**src/hw/bmi_pkg.sv**
```systemverilog
// Purpose: Shared types and constants for the board mode and indicator logic.
// Assumes: A single 200 MHz system clock; switch inputs read 1 when a position is ON.
// Notes: Times are given in milliseconds and are turned into cycle counts here.
package bmi_pkg;

  // Clock rate in kHz. Keeping it in kHz keeps the cycle products below 2**31.
  localparam int CLK_KHZ = 200_000;

  // Settling time that a switch or button must hold before it is believed.
  localparam int DEBOUNCE_MS = 10;
  localparam int DEBOUNCE_CYCLES = DEBOUNCE_MS * CLK_KHZ;

  // Half period of the rapid flash shown while startup is still running.
  localparam int FLASH_HALF_MS = 50;
  localparam int FLASH_HALF_CYCLES = FLASH_HALF_MS * CLK_KHZ;

  // Absence of target frame syncs for this long clears the sync-present indicator.
  localparam int SYNC_TIMEOUT_MS = 100;
  localparam int SYNC_TIMEOUT_CYCLES = SYNC_TIMEOUT_MS * CLK_KHZ;

  // Width of every long counter; 2**25 covers the largest count above.
  localparam int CNT_W = 25;

  // Switch bank positions, position one sitting in bit zero.
  localparam int SW_FRAME_RATE = 0;
  localparam int SW_TEST_PATTERN = 1;
  localparam int SW_LANE_LO = 2;
  localparam int SW_LANE_HI = 3;
  localparam int SW_RES_5 = 4;
  localparam int SW_RES_6 = 5;
  localparam int SW_MODE_7 = 6;
  localparam int SW_MODE_8 = 7;

  // Last divider count, so three frame sync edges per toggle of the blinking indicators.
  localparam logic [1:0] BLINK_DIV_LAST = 2'h2;

  // Working mode chosen at power-on.
  typedef enum logic [1:0] {
    MODE_MONITOR,
    MODE_USB_CAMERA,
    MODE_UPDATER,
    MODE_RESERVED
  } bmi_mode_e;

  // Monitor output format handed to the output pipeline.
  typedef enum logic [2:0] {
    RES_1080P,
    RES_720P,
    RES_2160P30,
    RES_1440P,
    RES_TIMING_DATA
  } bmi_res_e;

  // All state of the top module.
  typedef struct packed {
    logic btnS1;
    logic btnS2;
    logic [7:0] swS1;
    logic [7:0] swS2;
    logic pwrS1;
    logic pwrS2;
    logic lockS1;
    logic lockS2;
    logic vsS1;
    logic vsS2;
    logic vsPrev;
    logic btnCand;
    logic btnDeb;
    logic [CNT_W-1:0] btnCnt;
    logic [7:0] swCand;
    logic [7:0] swDeb;
    logic [CNT_W-1:0] swCnt;
    logic swSettled;
    logic modeTaken;
    bmi_mode_e mode;
    logic [CNT_W-1:0] syncCnt;
    logic syncSeen;
    logic [1:0] inDiv;
    logic inBlink;
    logic monPrev;
    logic usbPrev;
    logic [1:0] outDiv;
    logic outBlink;
    logic [CNT_W-1:0] flashCnt;
    logic flash;
    logic targetResetN;
    logic logicReset;
    logic reinitPulse;
    logic frameRate30;
    logic testPattern;
    logic [2:0] laneCount;
    bmi_res_e resolution;
    logic pixelRgb;
    logic [8:0] indicators;
  } bmi_state_s;

  // Value of the state after reset; the target is held in reset until released.
  localparam bmi_state_s STATE_RESET = '{
    mode: MODE_MONITOR,
    resolution: RES_1080P,
    laneCount: 3'h4,
    logicReset: 1'b1,
    default: '0
  };

endpackage : bmi_pkg

```
**src/hw/bmi_board_ctl.sv**
```systemverilog
// Purpose: Decodes the configuration switch bank, handles the push button and
//   drives the nine status indicators of the capture board.
// Assumes: pushButton is high while pressed; a switch bit is high when ON.
//   Inputs named as pins are asynchronous; the rest come from logic on clk.
// Notes: Operation
// Operation
// Button in reset mode: target reset low and internal reset while pressed.
// Button in reinit mode: each press resends stored initial settings.
// Host configuration bit selects reset or reinit function of the button.
// Monitor mode: position one off gives 60 fps, on gives 30 fps.
// Positions four and three pick lane count: 4, 1, 2 or 3 lanes.
// Monitor mode: positions five, six pick 1080p, 720p, 4k30, custom/1440p.
// Positions seven, eight sampled once at power-on choose the working mode.
// Configured timing data overrides resolution and frame-rate switches.
// Custom setting uses timing data if present, else 1440p.
// Pixel format is YUV by default, RGB when configured.
// Position two off gives normal video, on gives colour test pattern.
// All indicators flash rapidly until startup completes, then show meanings.
// Indicator one lit while target connector power is valid.
// Indicator two lit while the clock to the target is locked.
// Indicator three lit while frame syncs arrive from the target.
// Indicator four toggles every third target vertical sync.
// USB camera mode: indicator eight lit while the host captures.
// Monitor mode: indicator nine toggles every third monitor vertical sync.
// USB camera mode: indicator nine toggles every third USB vertical sync.
// Target reset output is active low.
// Button and switches are synchronised and debounced before use.
`timescale 1ns/1ps

module bmi_board_ctl #(
  parameter int DEBOUNCE_LEN = bmi_pkg::DEBOUNCE_CYCLES,
  parameter int FLASH_LEN = bmi_pkg::FLASH_HALF_CYCLES,
  parameter int SYNC_TIMEOUT_LEN = bmi_pkg::SYNC_TIMEOUT_CYCLES
) (
  input wire logic clk,
  input wire logic sys_rst,
  input wire logic pushButton,
  input wire logic [7:0] configSwitchBank,
  input wire logic targetPowerGood,
  input wire logic clockLocked,
  input wire logic targetVsync,
  input wire logic buttonReinitSel,
  input wire logic timingDataValid,
  input wire logic rgbSelect,
  input wire logic startupDone,
  input wire logic monitorVsync,
  input wire logic usbVsync,
  input wire logic captureActive,
  output logic targetResetN,
  output logic logicReset,
  output logic reinitPulse,
  output logic modeValid,
  output bmi_pkg::bmi_mode_e workingMode,
  output logic frameRate30,
  output logic testPattern,
  output logic [2:0] laneCount,
  output bmi_pkg::bmi_res_e resolution,
  output logic pixelRgb,
  output logic [8:0] indicators
);
  import bmi_pkg::*;

  // Counter limits at counter width; the defaults all fit in CNT_W bits.
  localparam logic [CNT_W-1:0] DEB_LAST = CNT_W'(DEBOUNCE_LEN - 1);
  localparam logic [CNT_W-1:0] FLASH_LAST = CNT_W'(FLASH_LEN - 1);
  localparam logic [CNT_W-1:0] SYNC_LAST = CNT_W'(SYNC_TIMEOUT_LEN - 1);

  bmi_state_s q;
  bmi_state_s d;

  // Next-state logic for the whole block.
  always_comb begin
    logic pressEdge;
    logic vsEdge;
    logic monEdge;
    logic usbEdge;
    logic [1:0] resSel;
    pressEdge = 1'b0;
    vsEdge = 1'b0;
    monEdge = 1'b0;
    usbEdge = 1'b0;
    resSel = 2'h0;
    d = q;

    // Two-stage synchronisers; only the second stage feeds any logic.
    d.btnS1 = pushButton;
    d.btnS2 = q.btnS1;
    d.swS1 = configSwitchBank;
    d.swS2 = q.swS1;
    d.pwrS1 = targetPowerGood;
    d.pwrS2 = q.pwrS1;
    d.lockS1 = clockLocked;
    d.lockS2 = q.lockS1;
    d.vsS1 = targetVsync;
    d.vsS2 = q.vsS1;
    d.vsPrev = q.vsS2;

    // Button debounce: a new level must hold for the whole settling time.
    if (q.btnS2 != q.btnCand) begin
      d.btnCand = q.btnS2;
      d.btnCnt = '0;
    end else if (q.btnCnt == DEB_LAST) begin
      d.btnDeb = q.btnCand;
    end else begin
      d.btnCnt = q.btnCnt + CNT_W'(1);
    end

    // Switch debounce treats the bank as one word, so a half-moved bank never
    // decodes into a mix of old and new settings.
    if (q.swS2 != q.swCand) begin
      d.swCand = q.swS2;
      d.swCnt = '0;
    end else if (q.swCnt == DEB_LAST) begin
      d.swDeb = q.swCand;
      d.swSettled = 1'b1;
    end else begin
      d.swCnt = q.swCnt + CNT_W'(1);
    end

    // The working mode is taken once, from the first settled switch word after
    // reset; later moves of positions seven and eight have no effect.
    if (q.swSettled && !q.modeTaken) begin
      d.modeTaken = 1'b1;
      case ({q.swDeb[SW_MODE_8], q.swDeb[SW_MODE_7]})
        2'h0: d.mode = MODE_MONITOR;
        2'h1: d.mode = MODE_UPDATER;
        2'h2: d.mode = MODE_USB_CAMERA;
        default: d.mode = MODE_RESERVED;
      endcase
    end

    // Button action, chosen by the host setting.
    pressEdge = (q.btnCnt == DEB_LAST) && (q.btnS2 == q.btnCand) && q.btnCand && !q.btnDeb;
    if (!buttonReinitSel) begin
      // Reset follows the debounced button level for as long as it is held.
      d.targetResetN = !q.btnDeb;
      d.logicReset = q.btnDeb;
      d.reinitPulse = 1'b0;
    end else begin
      // One resend per press; holding the button does not repeat it.
      d.targetResetN = 1'b1;
      d.logicReset = 1'b0;
      d.reinitPulse = pressEdge;
    end

    // Lane count and test pattern apply in every mode.
    case ({q.swDeb[SW_LANE_HI], q.swDeb[SW_LANE_LO]})
      2'h0: d.laneCount = 3'h4;
      2'h1: d.laneCount = 3'h1;
      2'h2: d.laneCount = 3'h2;
      default: d.laneCount = 3'h3;
    endcase
    d.testPattern = q.swDeb[SW_TEST_PATTERN];
    d.pixelRgb = rgbSelect;

    // Output format. Outside monitor mode the switches hold no meaning for it
    // and the outputs rest at 1080p, 60 fps.
    resSel = {q.swDeb[SW_RES_5], q.swDeb[SW_RES_6]};
    if (q.mode != MODE_MONITOR) begin
      d.resolution = RES_1080P;
      d.frameRate30 = 1'b0;
    end else if (timingDataValid) begin
      d.resolution = RES_TIMING_DATA;
      d.frameRate30 = 1'b0;
    end else begin
      case (resSel)
        2'h0: d.resolution = RES_1080P;
        2'h1: d.resolution = RES_720P;
        2'h2: d.resolution = RES_2160P30;
        default: d.resolution = RES_1440P;
      endcase
      // The 4k setting runs at 30 fps only, whatever position one says.
      d.frameRate30 = q.swDeb[SW_FRAME_RATE] || (resSel == 2'h2);
    end

    // Target frame sync: presence watchdog and divide-by-three blink.
    vsEdge = q.vsS2 && !q.vsPrev;
    if (vsEdge) begin
      d.syncCnt = '0;
      d.syncSeen = 1'b1;
      if (q.inDiv == BLINK_DIV_LAST) begin
        d.inDiv = 2'h0;
        d.inBlink = !q.inBlink;
      end else begin
        d.inDiv = q.inDiv + 2'h1;
      end
    end else if (q.syncCnt == SYNC_LAST) begin
      d.syncSeen = 1'b0;
    end else begin
      d.syncCnt = q.syncCnt + CNT_W'(1);
    end

    // Output frame sync for indicator nine: monitor sync in monitor mode,
    // USB video sync in camera mode.
    d.monPrev = monitorVsync;
    d.usbPrev = usbVsync;
    monEdge = monitorVsync && !q.monPrev;
    usbEdge = usbVsync && !q.usbPrev;
    if ((q.mode == MODE_MONITOR && monEdge) || (q.mode == MODE_USB_CAMERA && usbEdge)) begin
      if (q.outDiv == BLINK_DIV_LAST) begin
        d.outDiv = 2'h0;
        d.outBlink = !q.outBlink;
      end else begin
        d.outDiv = q.outDiv + 2'h1;
      end
    end

    // Rapid flash source for the startup period.
    if (q.flashCnt == FLASH_LAST) begin
      d.flashCnt = '0;
      d.flash = !q.flash;
    end else begin
      d.flashCnt = q.flashCnt + CNT_W'(1);
    end

    // Indicator map; bit n drives indicator n+1. Indicators five to seven
    // have no assigned meaning and stay dark after startup.
    if (!startupDone) begin
      d.indicators = {9{q.flash}};
    end else begin
      d.indicators = 9'h000;
      d.indicators[0] = q.pwrS2;
      d.indicators[1] = q.lockS2;
      d.indicators[2] = q.syncSeen;
      d.indicators[3] = q.inBlink;
      d.indicators[7] = (q.mode == MODE_USB_CAMERA) && captureActive;
      d.indicators[8] = (q.mode == MODE_MONITOR || q.mode == MODE_USB_CAMERA) && q.outBlink;
    end
  end

  // State register. The internal reset output does not reset this block, so
  // the button keeps being watched while it holds the rest of the design.
  always_ff @(posedge clk or posedge sys_rst) begin
    if (sys_rst) begin
      q <= STATE_RESET;
    end else begin
      q <= d;
    end
  end

  // Outputs straight from the state register.
  assign targetResetN = q.targetResetN;
  assign logicReset = q.logicReset;
  assign reinitPulse = q.reinitPulse;
  assign modeValid = q.modeTaken;
  assign workingMode = q.mode;
  assign frameRate30 = q.frameRate30;
  assign testPattern = q.testPattern;
  assign laneCount = q.laneCount;
  assign resolution = q.resolution;
  assign pixelRgb = q.pixelRgb;
  assign indicators = q.indicators;

endmodule : bmi_board_ctl

```
**config.mk**
```make
export PLATFORM = sky130hd
export DESIGN_NAME = bmi_board_ctl
export DESIGN_NICKNAME = d
export VERILOG_FILES = /design/src/hw/bmi_pkg.sv /design/src/hw/bmi_board_ctl.sv
export SDC_FILE = /design/constraint.sdc
export NUM_CORES = 1
export LEC_CHECK = 0
export BUFFER_PORTS_ARGS = -buffer_cell sky130_fd_sc_hd__clkbuf_2
export CORE_ASPECT_RATIO = 0.6
export CORE_MARGIN = 2
export CORE_UTILIZATION = 30
export CTS_CLUSTER_DIAMETER = 30
export DETAILED_ROUTE_END_ITERATION = 10
export GPL_ROUTABILITY_DRIVEN = 1
export PLACE_DENSITY = 0.54
export SLEW_MARGIN = 15
export SYNTH_ARGS = -nofsm -noshare
export SYNTH_HDL_FRONTEND = slang
export SYNTH_SLANG_ARGS = --single-unit
```
**constraint.sdc**
```tcl
create_clock -name clk -period 10.7 [get_ports clk]
set_input_delay 1.07 -clock clk [delete_from_list [all_inputs] [get_ports clk]]
set_output_delay 1.07 -clock clk [all_outputs]
set_load 0.01 [all_outputs]
```
* Word level (Yosys, flattened, before mapping) *
Cells that the tools add are included.

word-level totals
  word-level logic and storage cells = 117
  input port bits = 21
  register bits after elaboration = 178
  output and inout port bits = 24

cells by class
  add/subtract/negate cells = 6
  muxes and demuxes = 19
  equal/unequal tests = 19
  bitwise gates (word level) = 2
  reduce and logical (&&, ||, !) cells = 32

operator list
  operator               number
  $mux 25                6
  $add 25x1->25 const B  4
  $eq 25x21->1 const B   2
  $mux 26                1
  $eq 25x24->1 const B   1
  $eq 25x25->1 const B   1
  $pmux 2 s3             2
  $logic_and 1x1->1      11
  $eq 2x2->1 const B     5
  $mux 3                 3
  $mux 9                 1
  $pmux 3 s3             1
  $eq 2x1->1 const B     4
  $logic_not 1->1        8
  $logic_not 2->1        4
  $ne 8x8->1             1
  $reduce_and 2->1       4
  $ne 2x2->1 const B     3
  $add 2x1->2 const B    2
  $mux 2                 2
  $reduce_bool 2->1      2
  $logic_or 1x1->1       3
  $mux 1                 3
  $not 1->1              2
  other kinds (2)        2

* Depth between registers and ports, before layout *
  word-level depth = 5
  mapped depth = 7
  depth with buffers taken out = 6

* Least setup slack after synthesis *
Ideal clock, no wire load.

  kind = register to register
  start = register q[122] (netlist name)
  end = register q, in the netlist d[16]
  slack = 8.629 ns
  cell stages (with the launch flop) = 7
  setup time = 0.125 ns
  data required time = 10.575 ns
  data arrival time = 1.946 ns
  cell sequence = dfrtp_1 > xor2_1 > nor4_1 > nand2_1 > or4_1 > buf_4 > mux2_4

on the way
  cells in the longest elaborated chain, start to end = 3

ends and longest elaborated chain
  element                            RTL line              source
  from (decl)                        bmi_board_ctl.sv:68   bmi_state_s q;
  from (signal assigned)             bmi_board_ctl.sv:235  q <= STATE_RESET;
  from (signal assigned)             bmi_board_ctl.sv:237  q <= d;
  $ne 8x8->1                         bmi_board_ctl.sv:110  if (q.swS2 != q.swCand) begin
  $not 1->1 (no source line)         -
  $reduce_and 2->1 (no source line)  -

No other way between the ends.
A chain may end at the register's enable or synchronous reset.

* Final worst setup path *
  start = register q[122] (netlist name)
  end = register q[116] (netlist name)

The elaborated chain is that of the path after synthesis.

==> key figures <==
Global routing
  – Overall Global Routing Usage: 12.24%
  – GR Overflow Total: 0
  – Global-route wire length before repair: 25,680 µm
  – Initial antenna violation count: 0
  – Largest net degree at the start of global routing: 105
  – Number of global-route vias before repair: 4,824

Clock tree
  – CTS Sinks: 176
  – Clock slew at reported path FFs: 60 ps
  – Htree depth: 4
  – CTS max path bufs: 2
  – Post-CTS setup buffer count: 0
  – TritonCTS buffer count: 17
  – # resized after CTS: 0
  – Root buf cell: clkbuf_16
  – Worst-skew pair later-pin latency: 430 ps
  – Hold_buf cts: 0
  – CTS tree: yes

Finish
  – Syn-to-layout area delta: 13.22%
  – Net count, final: 748
  – Register area: 4407 µm²
  – Area of the multi-input gates: 2967 µm²
  – Layout Utilization: 34.40%
  – Fillers: 2,559
  – N_diodes: 0
  – Share of cells above drive strength 1: 14.13%

Timing
  – Max-slew violation count: 0
  – Min Tclk post-route: 2972 ps
  – F_max: 336.5 MHz
  – Endpoints failing setup: 0
  – Period utilization: 27.77%
  – Setup tns final: 0 ps
  – RSZ-0062 raised after global routing: no
  – Worst slew pin tran: 1143 ps
  – Slew margin rel.: 23.09%
  – Final Skew: 8.450 ps
  – Final hold vios: 0

Logic synthesis
  – Ranking of synthesized cells by area: dfrtp_1, xor2_1, nor2_1
  – Asr flop ratio synth: 100.0%
  – Synth Instances: 700
  – Post-synth EDFFs: 0
  – Seq/Total Area, Yosys: 57.62%
  – Count of cell types in the netlist: 46
  – Synth top area share: 56.94%
  – Syn_area_per_cell: 10.92 µm²
  – Commonest register cell after synthesis: dfrtp_1
  – Leading area contributor after synthesis: dfrtp_1
  – Syn nets: 725
  – Ys Warns: 0
  – Synthesized area: 7647 µm²
  – #FFs+latches synth: 176

Critical path
  – Reg2reg start: q[122]
  – Critical Path, Cell by Cell: xor2_1 > nor4_1 > nand2_1 > or4_1 > mux2_4
  – Crit-path slowest cell: or4_1
  – Worst setup EP type: flip-flop
  – Top Family by Delay on Critical Path: simple AND/OR/NAND/NOR gates
  – Startpoint Class: flip-flop
  – Kind of critical path: reg2reg
  – Critical path launch point: q[122]
  – R2R setup slack: 7730 ps
  – Max stage delay on crit path: 1000 ps
  – Critical Path RT: 11,010 ps
  – Arr. time, crit path: 3280 ps
  – CP Buf/Inv Count: 0
  – Crit Path Max Fanout: 26

Floorplan
  – DIE WIDTH: 210.1 µm
  – Initial Utilization: 30.39%
  – Die height: 127.7 µm
  – Row cnt: 45
  – Io pins: 45
  – Area of the core: 25,170 µm²
  – Die area: 26,830 µm²

Pwr
  – Clock Power Share: 44.0%
  – Comb power frac: 4.4%
  – Peak VDD IR: 80.64 µV
  – P_sw: 0.3211 mW
  – Leakage: 3.855 nW
  – Net Sw Frac: 23.19%
  – Sequential Power Share: 51.6%
  – Internal power: 1.063 mW
  – PD cells: 159.9 nW/µm²

Place
  – Post-detail-place hpwl: 10,120 µm
  – # port buffers: 44
  – GPL Wtd Cong: 0.7831

Run
  – Max-cap violations: 0

Route
  – WL/cell: 14.14 µm
  – Via/cell ratio: 4.694
  – Drt first pass iters: 5
  – DRT antenna net count: 0
  – Vias: 4,999
  – First-iteration detailed-routing DRC count: 345
  – Drt drc: 0
  – Routed Wire Length: 15,060 µm

Min path
  – Hold Path Class: reg2reg
  – Hold Startpoint: d[156]

Status
  – Run status: completed
==> cell type report <==
type | instances | area share, %
flip-flops and latches | 176 | 50.90
multi-input cells | 471 | 34.26
clock buffers | 21 | 5.549
well taps | 329 | 4.754
repair buffers | 47 | 2.803
clock inverters | 11 | 1.214
inverters | 10 | 0.5202
==> layout by cell type (no fill, tap or decap), drive strengths merged, types with 5 or more instances in the layout <==
cell,synthesis,final
a21oi,17,17
and3,20,20
and4,9,9
clkbuf,24,65
dfrtp,174,174
inv,10,12
mux2,12,12
nand2,46,46
nand2b,5,5
nand3,49,49
nand3b,5,5
nand4,28,28
nor2,90,90
nor2b,6,6
nor3,13,13
nor4,15,15
o21ai,13,13
or3,10,10
or4,5,5
xnor2,35,35
xor2,53,53
==> kinds of logic (layout without fill, tap and decap cells) <==
family          Yosys count  count (layout)  share of synthesized area (%)
simple gates            320             320                          22.06
flops                   176             176                          57.62
fa+ha+maj                 4               4                         0.6545
buf+inv                  53              89                          3.583
xor+xnor                 88              88                          10.18
compound gates           44              44                          3.354
mux                      15              15                          2.552
==> registers in the layout, indices dropped and copies added, names as in the netlist, 2 cells and up <==
| name | flops |
|---|---|
| resolution | 3 |
| q | 140 |
| indicators | 7 |
| d | 14 |
| workingMode | 2 |
| laneCount | 3 |
==> power by group through the flow <==
stage,registers (mW),clock network [mW],logic (mW)
after floorplan,0.721,0,0.0493
after global placement,0.726,0,0.0627
after detailed placement,0.726,0,0.0633
after CTS,0.714,0.634,0.0635
after global routing,0.717,0.666,0.0719
final,0.714,0.609,0.0609
==> per-stage QoR <==
step	instances	instance area, µm²	hold slack (ps)	setup WS, ps	power (mW)
2_1_floorplan	700	7647	331.2	4860	0.7701
3_3_place_gp	1033	8073	333.7	7724	0.7888
3_5_place_dp	1033	8073	334.7	7672	0.7897
4_1_cts	1065	8658	350.1	7657	1.411
5_1_grt	1065	8658	368.5	7540	1.455
6_report	1065	8658	347.7	7728	1.384
==> final timing paths <==
check / endpoint / cells after the start
hold reg to reg: q[156] / 0
setup / recovery: q[116] / 5
setup reg to reg: q[116] / 5
min in group asynchronous: q[136] / 2
max in group asynchronous: q[56] / 3
hold / removal: q[156] / 0
==> cell usage after synthesis, drive strengths merged, types with 4 or more instances <==
master  instances
and4            9
nor4           15
or4             5
nand3          49
nand2b          5
nor2           90
o31ai           4
or4b            4
nand2          46
o21ai          13
nand4          28
dfrtp         174
and2            4
nor3           13
mux2           12
clkbuf         24
nor2b           6
xnor2          35
nand3b          5
inv            10
a21oi          17
buf            19
xor2           53
and3           20
or3            10
ha              4
==> layer usage <==
| metal | vias up | wire [µm] | track usage [%] | part of all wire (%) |
|---|---|---|---|---|
| li1 | 2453 | - | - | - |
| met1 | 2469 | 8435 | 18.97 | 56 |
| met4 | 0 | 126 | 3.379 | 0.84 |
| met5 | - | 0 | 0 | 0 |
| met3 | 9 | 507 | 3.846 | 3.4 |
| met2 | 68 | 5992 | 16.03 | 40 |
Power figures use the tool's default switching activity.
